[src/common/tcsp_consts.svh]
// Offsets, field positions, reset values and timing figures of the control and status port
`ifndef TCSP_CONSTS_SVH
`define TCSP_CONSTS_SVH

// Clock and change pulse timing
`define TCSP_CLK_MHZ         250
`define TCSP_CHG_PULSE_US    64
`define TCSP_CHG_CNT_W       16

// APB geometry
`define TCSP_ADDR_W          12
`define TCSP_DATA_W          32

// Register byte offsets
`define TCSP_OFF_CTRL        12'h000
`define TCSP_OFF_CMD         12'h004
`define TCSP_OFF_STATUS      12'h008
`define TCSP_OFF_IRQ_STAT    12'h00c
`define TCSP_OFF_IRQ_MASK    12'h010

// Control register fields
`define TCSP_CTRL_PHASE3     0
`define TCSP_CTRL_SHORT      1
`define TCSP_CTRL_FAULT      2

// Command register fields, write-only pulses
`define TCSP_CMD_ON          0
`define TCSP_CMD_OFF         1
`define TCSP_CMD_CLR_FAULT   2

// Status register fields
`define TCSP_ST_ACTIVE       0
`define TCSP_ST_HALT         1
`define TCSP_ST_FAULT        2
`define TCSP_ST_PHASE3       3
`define TCSP_ST_INHIBIT_N    4
`define TCSP_ST_EXT_SW_N     5
`define TCSP_ST_CHANGE       6
`define TCSP_ST_TRIG_LSB     8
`define TCSP_TRIG_CNT_W      8

// Interrupt status and mask fields
`define TCSP_IRQ_W           4
`define TCSP_IRQ_HALT        0
`define TCSP_IRQ_TRIG        1
`define TCSP_IRQ_EXT_SW      2
`define TCSP_IRQ_FAULT       3

// Synchroniser: three active-low inputs, idle high
`define TCSP_SYNC_W          3
`define TCSP_SYNC_RST        3'h7
`define TCSP_SYNC_INHIBIT    0
`define TCSP_SYNC_TRIGGER    1
`define TCSP_SYNC_EXT_SW     2

`endif

[src/common/tcsp_pkg.sv]
// Types shared by the control and status port modules
`include "tcsp_consts.svh"

package tcsp_pkg;

	typedef struct packed {
		logic                     psel;
		logic                     penable;
		logic                     pwrite;
		logic [`TCSP_ADDR_W-1:0]  paddr;
		logic [`TCSP_DATA_W-1:0]  pwdata;
	} tcsp_apb_req_s;

	typedef struct packed {
		logic [`TCSP_DATA_W-1:0]  prdata;
		logic                     pready;
		logic                     pslverr;
	} tcsp_apb_rsp_s;

	typedef struct packed {
		logic inhibit_n;
		logic trigger_n;
		logic external_output_switch_n;
	} tcsp_pins_in_s;

	typedef struct packed {
		logic change_n;
		logic output_active;
		logic phase_single;
		logic fault_n;
		logic short_relay;
	} tcsp_pins_out_s;

	typedef enum logic [1:0] {
		CHG_IDLE  = 2'b01,
		CHG_PULSE = 2'b10
	} tcsp_chg_e;

	typedef struct packed {
		logic [`TCSP_SYNC_W-1:0] stage1;
		logic [`TCSP_SYNC_W-1:0] stage2;
	} tcsp_sync_s;

	typedef struct packed {
		tcsp_chg_e                   chg;
		logic [`TCSP_CHG_CNT_W-1:0]  cnt;
		logic                        sw_on;
		logic                        halt;
		logic                        fault;
		logic                        active;
		logic                        phase3;
		logic                        short_on;
		logic                        force_fault;
		logic                        inh_prev;
		logic                        trig_prev;
		logic                        ext_prev;
		logic                        trig_pulse;
		logic [`TCSP_TRIG_CNT_W-1:0] trig_cnt;
		logic [`TCSP_IRQ_W-1:0]      irq_stat;
		logic [`TCSP_IRQ_W-1:0]      irq_mask;
		logic                        irq;
		logic [`TCSP_DATA_W-1:0]     prdata;
	} tcsp_state_s;

endpackage

[src/logic/tcsp_port.sv]
// Control and status port: status pins, control pins, APB registers and interrupt
`timescale 1ns/1ps
`include "tcsp_consts.svh"

module tcsp_port
	import tcsp_pkg::*;
#(
	parameter int CHG_PULSE_CYC = `TCSP_CHG_PULSE_US * `TCSP_CLK_MHZ
)(
	// Clock and reset
	input  wire logic           SYS_CLK,
	input  wire logic           SRST,
	// APB slave
	input  wire tcsp_apb_req_s  APB_REQ,
	output      tcsp_apb_rsp_s  APB_RSP,
	// Rear panel pins
	input  wire tcsp_pins_in_s  PINS_IN,
	output      tcsp_pins_out_s PINS_OUT,
	// Instrument core
	input  wire logic           OUTPUT_CHANGED,
	input  wire logic           PROTECT,
	output      logic           OUTPUT_ENABLE,
	output      logic           TRANSIENT_START,
	// Interrupt
	output      logic           IRQ
);

	////////////////////////////////////////////////////////////////////////////////
	// Declarations

	localparam logic [`TCSP_CHG_CNT_W-1:0] CHG_LAST =
		`TCSP_CHG_CNT_W'(CHG_PULSE_CYC - 1);

	tcsp_state_s               state_reg;
	tcsp_state_s               state_next;

	logic [`TCSP_SYNC_W-1:0]   pins_raw;
	logic [`TCSP_SYNC_W-1:0]   pins_sync;

	logic                      inhibit_n;
	logic                      trigger_n;
	logic                      ext_sw_n;

	logic                      wr_access;
	logic                      rd_setup;
	logic                      cmd_on;
	logic                      cmd_off;
	logic                      cmd_clr_fault;
	logic                      trig_fall;
	logic                      chg_event;
	logic [`TCSP_IRQ_W-1:0]    irq_events;
	logic [`TCSP_IRQ_W-1:0]    irq_clear;

	////////////////////////////////////////////////////////////////////////////////
	// Helpers

	function automatic logic addr_is(input logic [`TCSP_ADDR_W-1:0] addr,
	                                 input logic [`TCSP_ADDR_W-1:0] off);
		addr_is = (addr == off);
	endfunction

	function automatic logic addr_mapped(input logic [`TCSP_ADDR_W-1:0] addr);
		addr_mapped = addr_is(addr, `TCSP_OFF_CTRL)     ||
		              addr_is(addr, `TCSP_OFF_CMD)      ||
		              addr_is(addr, `TCSP_OFF_STATUS)   ||
		              addr_is(addr, `TCSP_OFF_IRQ_STAT) ||
		              addr_is(addr, `TCSP_OFF_IRQ_MASK);
	endfunction

	// Falling edge of a settled pin whose idle level is high
	function automatic logic fell_edge(input logic prev, input logic cur);
		fell_edge = prev & ~cur;
	endfunction

	// Read data; pin levels shown are the settled copies, never the raw pins
	function automatic logic [`TCSP_DATA_W-1:0] read_word(
		input logic [`TCSP_ADDR_W-1:0] addr,
		input tcsp_state_s             st,
		input logic                    inh_n,
		input logic                    ext_n
	);
		logic [`TCSP_DATA_W-1:0] word;
		word = '0;
		if (addr_is(addr, `TCSP_OFF_CTRL)) begin
			word[`TCSP_CTRL_PHASE3] = st.phase3;
			word[`TCSP_CTRL_SHORT]  = st.short_on;
			word[`TCSP_CTRL_FAULT]  = st.force_fault;
		end
		if (addr_is(addr, `TCSP_OFF_STATUS)) begin
			word[`TCSP_ST_ACTIVE]    = st.active;
			word[`TCSP_ST_HALT]      = st.halt;
			word[`TCSP_ST_FAULT]     = st.fault;
			word[`TCSP_ST_PHASE3]    = st.phase3;
			word[`TCSP_ST_INHIBIT_N] = inh_n;
			word[`TCSP_ST_EXT_SW_N]  = ext_n;
			word[`TCSP_ST_CHANGE]    = (st.chg == CHG_PULSE);
			word[`TCSP_ST_TRIG_LSB +: `TCSP_TRIG_CNT_W] = st.trig_cnt;
		end
		if (addr_is(addr, `TCSP_OFF_IRQ_STAT)) begin
			word[`TCSP_IRQ_W-1:0] = st.irq_stat;
		end
		if (addr_is(addr, `TCSP_OFF_IRQ_MASK)) begin
			word[`TCSP_IRQ_W-1:0] = st.irq_mask;
		end
		read_word = word;
	endfunction

	////////////////////////////////////////////////////////////////////////////////
	// Input synchronisers

	always_comb begin
		pins_raw                     = '0;
		pins_raw[`TCSP_SYNC_INHIBIT] = PINS_IN.inhibit_n;
		pins_raw[`TCSP_SYNC_TRIGGER] = PINS_IN.trigger_n;
		pins_raw[`TCSP_SYNC_EXT_SW]  = PINS_IN.external_output_switch_n;
	end

	tcsp_sync u_sync (
		.SYS_CLK (SYS_CLK),
		.SRST    (SRST),
		.RAW     (pins_raw),
		.SYNCED  (pins_sync)
	);

	assign inhibit_n = pins_sync[`TCSP_SYNC_INHIBIT];
	assign trigger_n = pins_sync[`TCSP_SYNC_TRIGGER];
	assign ext_sw_n  = pins_sync[`TCSP_SYNC_EXT_SW];

	////////////////////////////////////////////////////////////////////////////////
	// APB decode

	// Zero wait states: every access completes in its first access cycle
	assign wr_access = APB_REQ.psel & APB_REQ.penable & APB_REQ.pwrite;
	assign rd_setup  = APB_REQ.psel & ~APB_REQ.penable & ~APB_REQ.pwrite;

	always_comb begin
		cmd_on        = 1'b0;
		cmd_off       = 1'b0;
		cmd_clr_fault = 1'b0;
		irq_clear     = '0;
		if (wr_access && addr_is(APB_REQ.paddr, `TCSP_OFF_CMD)) begin
			cmd_on        = APB_REQ.pwdata[`TCSP_CMD_ON];
			cmd_off       = APB_REQ.pwdata[`TCSP_CMD_OFF];
			cmd_clr_fault = APB_REQ.pwdata[`TCSP_CMD_CLR_FAULT];
		end
		if (wr_access && addr_is(APB_REQ.paddr, `TCSP_OFF_IRQ_STAT)) begin
			irq_clear = APB_REQ.pwdata[`TCSP_IRQ_W-1:0];
		end
	end

	////////////////////////////////////////////////////////////////////////////////
	// Next state

	always_comb begin
		state_next            = state_reg;
		state_next.trig_pulse = 1'b0;
		chg_event             = 1'b0;
		irq_events            = '0;

		// Control register
		if (wr_access && addr_is(APB_REQ.paddr, `TCSP_OFF_CTRL)) begin
			state_next.phase3      = APB_REQ.pwdata[`TCSP_CTRL_PHASE3];
			state_next.short_on    = APB_REQ.pwdata[`TCSP_CTRL_SHORT];
			state_next.force_fault = APB_REQ.pwdata[`TCSP_CTRL_FAULT];
		end

		// Interrupt mask register
		if (wr_access && addr_is(APB_REQ.paddr, `TCSP_OFF_IRQ_MASK)) begin
			state_next.irq_mask = APB_REQ.pwdata[`TCSP_IRQ_W-1:0];
		end

		// Halt is level sensitive and outranks a restart in the same cycle;
		// a restart while the pin is still low is therefore refused
		if (!inhibit_n) begin
			state_next.sw_on = 1'b0;
			state_next.halt  = 1'b1;
		end else if (cmd_on) begin
			state_next.sw_on = 1'b1;
			state_next.halt  = 1'b0;
		end else if (cmd_off) begin
			state_next.sw_on = 1'b0;
		end

		// Protection state holds until cleared with its cause gone
		if (PROTECT || state_next.force_fault) begin
			state_next.fault = 1'b1;
		end else if (cmd_clr_fault) begin
			state_next.fault = 1'b0;
		end

		// External switch high forces off without latching anything
		state_next.active = state_next.sw_on & ~state_next.halt &
		                    ~state_next.fault & ~ext_sw_n;

		// Transient trigger on a settled falling edge
		state_next.trig_prev = trigger_n;
		state_next.inh_prev  = inhibit_n;
		state_next.ext_prev  = ext_sw_n;
		if (trig_fall) begin
			state_next.trig_pulse = 1'b1;
			state_next.trig_cnt   = state_reg.trig_cnt + 1'b1;
		end

		// Output switching on or off counts as a change too; computed here so
		// that no path runs from the next state back into itself
		chg_event = (state_next.active != state_reg.active) |
		            OUTPUT_CHANGED | trig_fall;

		// Change pulse: a new change restarts the full low time
		if (chg_event) begin
			state_next.chg = CHG_PULSE;
			state_next.cnt = '0;
		end else begin
			unique case (state_reg.chg)
				CHG_IDLE: begin
					state_next.cnt = '0;
				end
				CHG_PULSE: begin
					if (state_reg.cnt == CHG_LAST) begin
						state_next.chg = CHG_IDLE;
						state_next.cnt = '0;
					end else begin
						state_next.cnt = state_reg.cnt + 1'b1;
					end
				end
				default: begin
					state_next.chg = CHG_IDLE;
					state_next.cnt = '0;
				end
			endcase
		end

		// Interrupt events from settled pins and the new fault state
		irq_events[`TCSP_IRQ_HALT]   = fell_edge(state_reg.inh_prev, inhibit_n);
		irq_events[`TCSP_IRQ_TRIG]   = trig_fall;
		irq_events[`TCSP_IRQ_EXT_SW] = state_reg.ext_prev ^ ext_sw_n;
		irq_events[`TCSP_IRQ_FAULT]  = state_next.fault & ~state_reg.fault;

		// Sticky interrupt status, an event wins over its clear
		state_next.irq_stat = (state_reg.irq_stat & ~irq_clear) | irq_events;
		state_next.irq      = |(state_next.irq_stat & state_next.irq_mask);

		// Read data is captured in the setup cycle, so it stands from a flip-flop
		// through the whole access cycle
		if (rd_setup) begin
			state_next.prdata = read_word(APB_REQ.paddr, state_reg, inhibit_n, ext_sw_n);
		end
	end

	////////////////////////////////////////////////////////////////////////////////
	// Events

	assign trig_fall = fell_edge(state_reg.trig_prev, trigger_n);

	////////////////////////////////////////////////////////////////////////////////
	// State register

	// Pin history resets to the idle high level so no edge is seen at release
	always_ff @(posedge SYS_CLK) begin
		if (SRST) begin
			state_reg           <= '0;
			state_reg.chg       <= CHG_IDLE;
			state_reg.inh_prev  <= 1'b1;
			state_reg.trig_prev <= 1'b1;
			state_reg.ext_prev  <= 1'b1;
		end else begin
			state_reg <= state_next;
		end
	end

	////////////////////////////////////////////////////////////////////////////////
	// Outputs

	always_comb begin
		PINS_OUT.change_n      = ~(state_reg.chg == CHG_PULSE);
		PINS_OUT.output_active = state_reg.active;
		PINS_OUT.phase_single  = ~state_reg.phase3;
		PINS_OUT.fault_n       = ~state_reg.fault;
		PINS_OUT.short_relay   = state_reg.short_on;
	end

	assign OUTPUT_ENABLE   = state_reg.active;
	assign TRANSIENT_START = state_reg.trig_pulse;
	assign IRQ             = state_reg.irq;

	always_comb begin
		APB_RSP.prdata  = state_reg.prdata;
		APB_RSP.pready  = 1'b1;
		APB_RSP.pslverr = APB_REQ.psel & APB_REQ.penable &
		                  ~addr_mapped(APB_REQ.paddr);
	end

endmodule

[src/logic/tcsp_sync.sv]
// Two-stage synchroniser for the asynchronous control pins
`timescale 1ns/1ps
`include "tcsp_consts.svh"

module tcsp_sync
	import tcsp_pkg::*;
(
	// Clock and reset
	input  wire logic                    SYS_CLK,
	input  wire logic                    SRST,
	// Raw pins and their settled copy
	input  wire logic [`TCSP_SYNC_W-1:0] RAW,
	output      logic [`TCSP_SYNC_W-1:0] SYNCED
);

	tcsp_sync_s state_reg;
	tcsp_sync_s state_next;

	// Stage one feeds stage two only, nothing else looks at it
	always_comb begin
		state_next        = state_reg;
		state_next.stage1 = RAW;
		state_next.stage2 = state_reg.stage1;
	end

	// Idle level is high, so reset never fakes a falling edge
	always_ff @(posedge SYS_CLK) begin
		if (SRST) begin
			state_reg.stage1 <= `TCSP_SYNC_RST;
			state_reg.stage2 <= `TCSP_SYNC_RST;
		end else begin
			state_reg <= state_next;
		end
	end

	assign SYNCED = state_reg.stage2;

endmodule

[config.mk]
export PLATFORM = sky130hd
export DESIGN_NAME = tcsp_port
export DESIGN_NICKNAME = d
export VERILOG_FILES = /design/src/common/tcsp_pkg.sv /design/src/logic/tcsp_port.sv /design/src/logic/tcsp_sync.sv
export VERILOG_INCLUDE_DIRS = /design/src /design/src/common
export SDC_FILE = /design/constraint.sdc
export NUM_CORES = 1
export LEC_CHECK = 0
export BUFFER_PORTS_ARGS = -buffer_cell sky130_fd_sc_hd__buf_2
export CAP_MARGIN = 20
export CORE_ASPECT_RATIO = 1.75
export CORE_MARGIN = 10
export CORE_UTILIZATION = 51
export CTS_CLUSTER_SIZE = 16
export DETAILED_ROUTE_END_ITERATION = 6
export GPL_ROUTABILITY_DRIVEN = 0
export PLACE_DENSITY_LB_ADDON = 0.1
export SETUP_SLACK_MARGIN = 0.15
export SLEW_MARGIN = 5
export SYNTH_ARGS = -nofsm -noshare
export SYNTH_HDL_FRONTEND = slang
export SYNTH_SLANG_ARGS = --single-unit
[constraint.sdc]
create_clock -name SYS_CLK -period 2.8 [get_ports SYS_CLK]
set_input_delay 0.14 -clock SYS_CLK [delete_from_list [all_inputs] [get_ports SYS_CLK]]
set_output_delay 0.14 -clock SYS_CLK [all_outputs]
set_load 0.03 [all_outputs]
# Word-level counts from Yosys, hierarchy flattened
# Cells that the tools add are included.
[totals]
reg_bits = 67
input_bits = 54
out_inout_bits = 42
wordCells = 97
[op_classes]
add_sub_neg = 2
eq_ne = 10
mux = 23
bitwise = 29
n_reduce_logical = 13
[ops]
columns = ["cell", "n"]
rows = [
  ["16-bit two-way mux", 2],
  ["12-bit by 4-bit equality test with 1-bit output (second input constant)", 2],
  ["18-bit two-way mux", 1],
  ["16-bit by 1-bit adder with 16-bit output (second input constant)", 1],
  ["16-bit by 14-bit equality test with 1-bit output (second input constant)", 1],
  ["4-bit two-way mux", 4],
  ["12-bit by 3-bit equality test with 1-bit output (second input constant)", 1],
  ["12-bit by 5-bit equality test with 1-bit output (second input constant)", 1],
  ["12-bit zero test", 1],
  ["1-bit AND", 11],
  ["1-bit inverter", 11],
  ["1-bit two-way mux", 9],
  ["9-bit two-way mux", 1],
  ["8-bit by 1-bit adder with 8-bit output (second input constant)", 1],
  ["4-bit AND", 2],
  ["8-bit two-way mux", 1],
  ["4-bit OR reduction", 2],
  ["7-bit two-way mux", 1],
  ["1-bit logical OR", 5],
  ["1-bit logical AND", 4],
  ["2-bit two-way mux", 2],
  ["4-bit inverter", 1],
  ["4-bit bitwise OR", 1],
  ["2-bit one-hot mux with 2 select lines", 1],
  ["other kinds (9)", 10],
]

# Logic depth before layout (Yosys ltp)
[depth]
ltp_word = 16
ltp_mapped = 8
mapped_depth_nobuf = 7

# Cells and area by module
# A second synthesis with hierarchy kept.
[hier_totals]
hier_cells = 351
area_unflattened_um2 = 3274.4
[by_module_without_submodules]
columns = ["mod", "instances", "cells_each", "area_each_um2"]
rows = [
  ["tcsp_port", 1, 339, 3116.7],
  ["tcsp_sync", 1, 12, 157.7],
]

# Least setup slack after synthesis
# Ideal clock, no wire load.
[synth_timing]
path_type = "input port to flip-flop"
start = "input APB_REQ[40] in the netlist's numbering"
end = "register state_reg[68] in the netlist's numbering"
setup_time_ns = 0.138
arrival_ns = 2.147
required_ns = 2.662
slack_ns = 0.515
stages = 7
cell_sequence = "or4_4 -> or4_4 -> nor4b_4 -> o221ai_2 -> xnor2_4 -> buf_6 -> nor3_2"
[synth_between]
elab_chain_cells = 13
elab_cells_between_ends = 24
[synth_lines]
columns = ["element", "line_no", "text"]
rows = [
  ["start, declared", "tcsp_port.sv:14", "input wire tcsp_apb_req_s APB_REQ,"],
  ["12-bit by 3-bit equality test with 1-bit output", "tcsp_port.sv:59", "addr_is = (addr == off);"],
  ["1-bit logical AND", "tcsp_port.sv:141", "if (wr_access && addr_is(APB_REQ.paddr, `TCSP_OFF_CMD)) begin"],
  ["1-bit two-way mux", "tcsp_port.sv:141", ""],
  ["1-bit two-way mux (on tied branches)", "tcsp_port.sv:180, tcsp_port.sv:177", ""],
  ["1-bit two-way mux or 2-bit two-way mux (tied branches)", "tcsp_port.sv:177, tcsp_port.sv:174", ""],
  ["2-bit two-way mux or 1-bit inverter (tied branches)", "tcsp_port.sv:174, tcsp_port.sv:192", ""],
  ["1-bit AND", "tcsp_port.sv:192", "state_next.active = state_next.sw_on & ~state_next.halt &"],
  ["1-bit AND *", "tcsp_port.sv:192", ""],
  ["1-bit AND *", "tcsp_port.sv:193", "~state_next.fault & ~ext_sw_n;"],
  ["1-bit inequality test *", "tcsp_port.sv:206", "chg_event = (state_next.active != state_reg.active) |"],
  ["1-bit bitwise OR *", "tcsp_port.sv:206", ""],
  ["1-bit bitwise OR *", "tcsp_port.sv:207", "OUTPUT_CHANGED | trig_fall;"],
  ["4-bit OR reduction (no line) *", "-", ""],
  ["end signal, assigned", "tcsp_port.sv:267", "state_reg <= state_next;"],
  ["end, declared", "tcsp_port.sv:34", "tcsp_state_s state_reg;"],
]
# Mark *: on every way between the ends. The rest lies on a longest branch, timed or not.
# A chain may end at the register's enable or synchronous reset.

# Final worst setup path
[layout_timing]
start = "input APB_REQ[40] in the netlist's numbering"
end = "register state_reg[75] in the netlist's numbering"
# The elaborated chain is that of the path after synthesis.

==> flow_summary.json <==
{
  "cts_tree": "built",
  "dieArea_um2": 9970,
  "io-pin-count": 96,
  "critPathRequiredTime_ns": 3.03,
  "insertedDiodeCount": 0,
  "drv_slew": 0,
  "fin_ws_ns": 0.533,
  "syn2layout_area_growth_pct": 12.3,
  "worstPathMaxFanout": 12,
  "drt_first_pass_iters": 4,
  "cts_htree_levels": 3,
  "synth_top_family_by_area": "simple AND/OR/NAND/NOR gates",
  "synth_area_per_cell_um2": 8.92,
  "grt_pass1_wl_mm": 12.5,
  "top_usage_layer": "met2",
  "rows": 38,
  "worst_setup_hold_path_clk_slew_ns": 0.07,
  "final_cells": 485,
  "worst_setup_path_end_kind": "flop",
  "ctsResizeCount": 0,
  "clockBufferDepth": 2,
  "total_power_mw": 1.90,
  "fmax_mhz": 441,
  "use_met1_pct": 14.6,
  "largest_register_ffs": 42,
  "critPathBufInv": 2,
  "finalSetupTns_ns": 0,
  "path_cells": "buf_2 -> or4_4 -> or4_4 -> nor4b_4 -> o221ai_2 -> xnor2_4 -> buf_4 -> nor3_2",
  "whs_ns": 0.0303,
  "synth-compound-area-share_pct": 10.7,
  "first_global_vias": 2654,
  "period_minus_slack_ns": 2.27,
  "portBuffers": 49,
  "rsz0062_at_grt": "no",
  "critPathLaunchType": "input pin",
  "path_delay_family": "simple AND/OR/NAND/NOR gates",
  "yosysWarnings": 0,
  "hold_start": "OUTPUT_CHANGED",
  "ant_nets": 0,
  "rr_startpoint": "state_reg[57]",
  "synthFlopType": "dfxtp_1",
  "crit_path_start": "APB_REQ[40]",
  "pre_cts_ws_ns": 0.167,
  "layout-drive-gt1-share_pct": 26.4,
  "leakagePower_nw": 1.42,
  "chipHeight_um": 125,
  "grt-ovfl-total": 0,
  "drt-initial-drc-count": 96,
  "synth_cell_type_count": 50,
  "routed_wl_mm": 7.37,
  "netlist_area_um2": 3200,
  "synthCells": 359,
  "critical_path_arrival_ns": 2.49,
  "vias": 2586,
  "start_util_pct": 52.2,
  "core_area_um2": 6130,
  "dp_hpwl_mm": 5.76,
  "postLayoutCellArea_um2": 3600,
  "fillers": 561,
  "drc": 0,
  "period_share_pct": 81.0,
  "timing.max_cap.violations": 0,
  "cts_buffers": 9,
  "cp_common_cell": "or4_4",
  "hold_violations": 0,
  "yosys.area_share.simple_pct": 27.3,
  "worstSetupPathType": "input pin to flop",
  "grt_max_degree": 28,
  "tightest_slew_ns": 0.538,
  "met2_usage_pct": 27.0,
  "die_w_um": 79.9,
  "nets": 456,
  "fin_skew_ns": 0.00925,
  "post-route-util_pct": 58.6,
  "cts_root_buffer": "clkbuf_8",
  "grtUsageTotal_pct": 15.5,
  "post_cts_buffers": 0,
  "clock_latency_ns": 0.34,
  "clkSinkCount": 67,
  "routed_via_density": 5.33,
  "met3_usage_pct": 5.27,
  "synth_seq_cells": 67,
  "power_density_nw_per_um2": 529,
  "ys_async_sr_fraction_pct": 0,
  "synthAdderAreaFrac_pct": 0.781,
  "seq_area_frac_synth_pct": 41.9,
  "synth_xor_area_share_pct": 6.33,
  "status": "finished clean",
  "avgRoutedWirePerCell_um": 15.2,
  "synth_mux_area_share_pct": 1.91,
  "slew_headroom_pct": 63.8,
  "setup_viol": 0,
  "max_stage_delay_ns": 0.58,
  "synth-edff-count": 0,
  "antenna_found_initial": 0,
  "post-place-cells": 466,
  "hold_class": "input pin to flop",
  "place_area_um2": 3370,
  "mostFrequentLayoutCell": "dfxtp_1",
  "ir_drop_mv": 0.452,
  "layout_common_cells": "67 x dfxtp_1, 49 x buf_2, 41 x nor2_1, 22 x nand2_1, 18 x conb_1",
  "slowest_stage": "or4_4",
  "cts_hold_buffers": 3
}
## report_power, final
group | switching (mW) | internal [mW] | total, mW
combinational | 0.104 | 0.0461 | 0.150
clock | 0.343 | 0.431 | 0.774
sequential | 0.0101 | 0.970 | 0.980
## logic make-up after synthesis
kind of cell | count (synthesis)
muxes | 6
AOI/OAI and AO/OA | 51
other | 2
and+or+nand+nor | 154
adders and majority gates | 2
xor gates and xnor gates | 21
DFF | 67
buffers and inverters | 56
## Yosys cell counts (2+ instances only)
master / count / area [µm²]
or2_2: 11 / 68.8
a22oi_1: 11 / 82.6
o21ai_0: 10 / 50.1
nor3_2: 11 / 110
ha_1: 2 / 25.0
a21oi_1: 15 / 75.1
nor2_1: 41 / 154
conb_1: 2 / 7.51
xor2_1: 13 / 114
a221oi_1: 2 / 17.5
dfxtp_1: 67 / 1340
mux2i_1: 5 / 50.1
nand3_1: 13 / 65.1
clkbuf_1: 10 / 37.5
xnor2_1: 7 / 61.3
nand4_1: 12 / 75.1
nor3_1: 12 / 60.1
and2_1: 3 / 18.8
or3b_2: 2 / 17.5
inv_1: 9 / 33.8
buf_4: 35 / 263
or4_4: 3 / 33.8
or3_1: 4 / 25.0
o211ai_1: 4 / 30.0
nand2_1: 22 / 82.6
nor4_1: 6 / 37.5
and3_1: 4 / 25.0
## final timing paths
kind / slack (ns) / end / cells past startpoint
min: 0.03 / state_reg[76] / 2
min reg2reg: 0.41 / u_sync.SYNCED[0] / 1
max reg2reg: 0.78 / state_reg[75] / 6
max: 0.53 / state_reg[75] / 8
## layer usage
layer | vias to the layer above | wire length, µm
met3 | 25 | 475
met4 | 0 | 371
met5 | - | 0
met2 | 73 | 3950
li1 | 1289 | -
met1 | 1199 | 2570
## layout make-up
cell class / count / area, µm² / area share [%]
Clock buffer: 11 / 141 / 3.93
Inverter: 9 / 33.8 / 0.939
Sequential cell: 67 / 1340 / 37.3
Multi-Input combinational cell: 252 / 1570 / 43.7
Tap cell: 80 / 100 / 2.78
Timing Repair Buffer: 61 / 355 / 9.88
Clock inverter: 5 / 52.6 / 1.46
(Power assumes the default switching activity.)
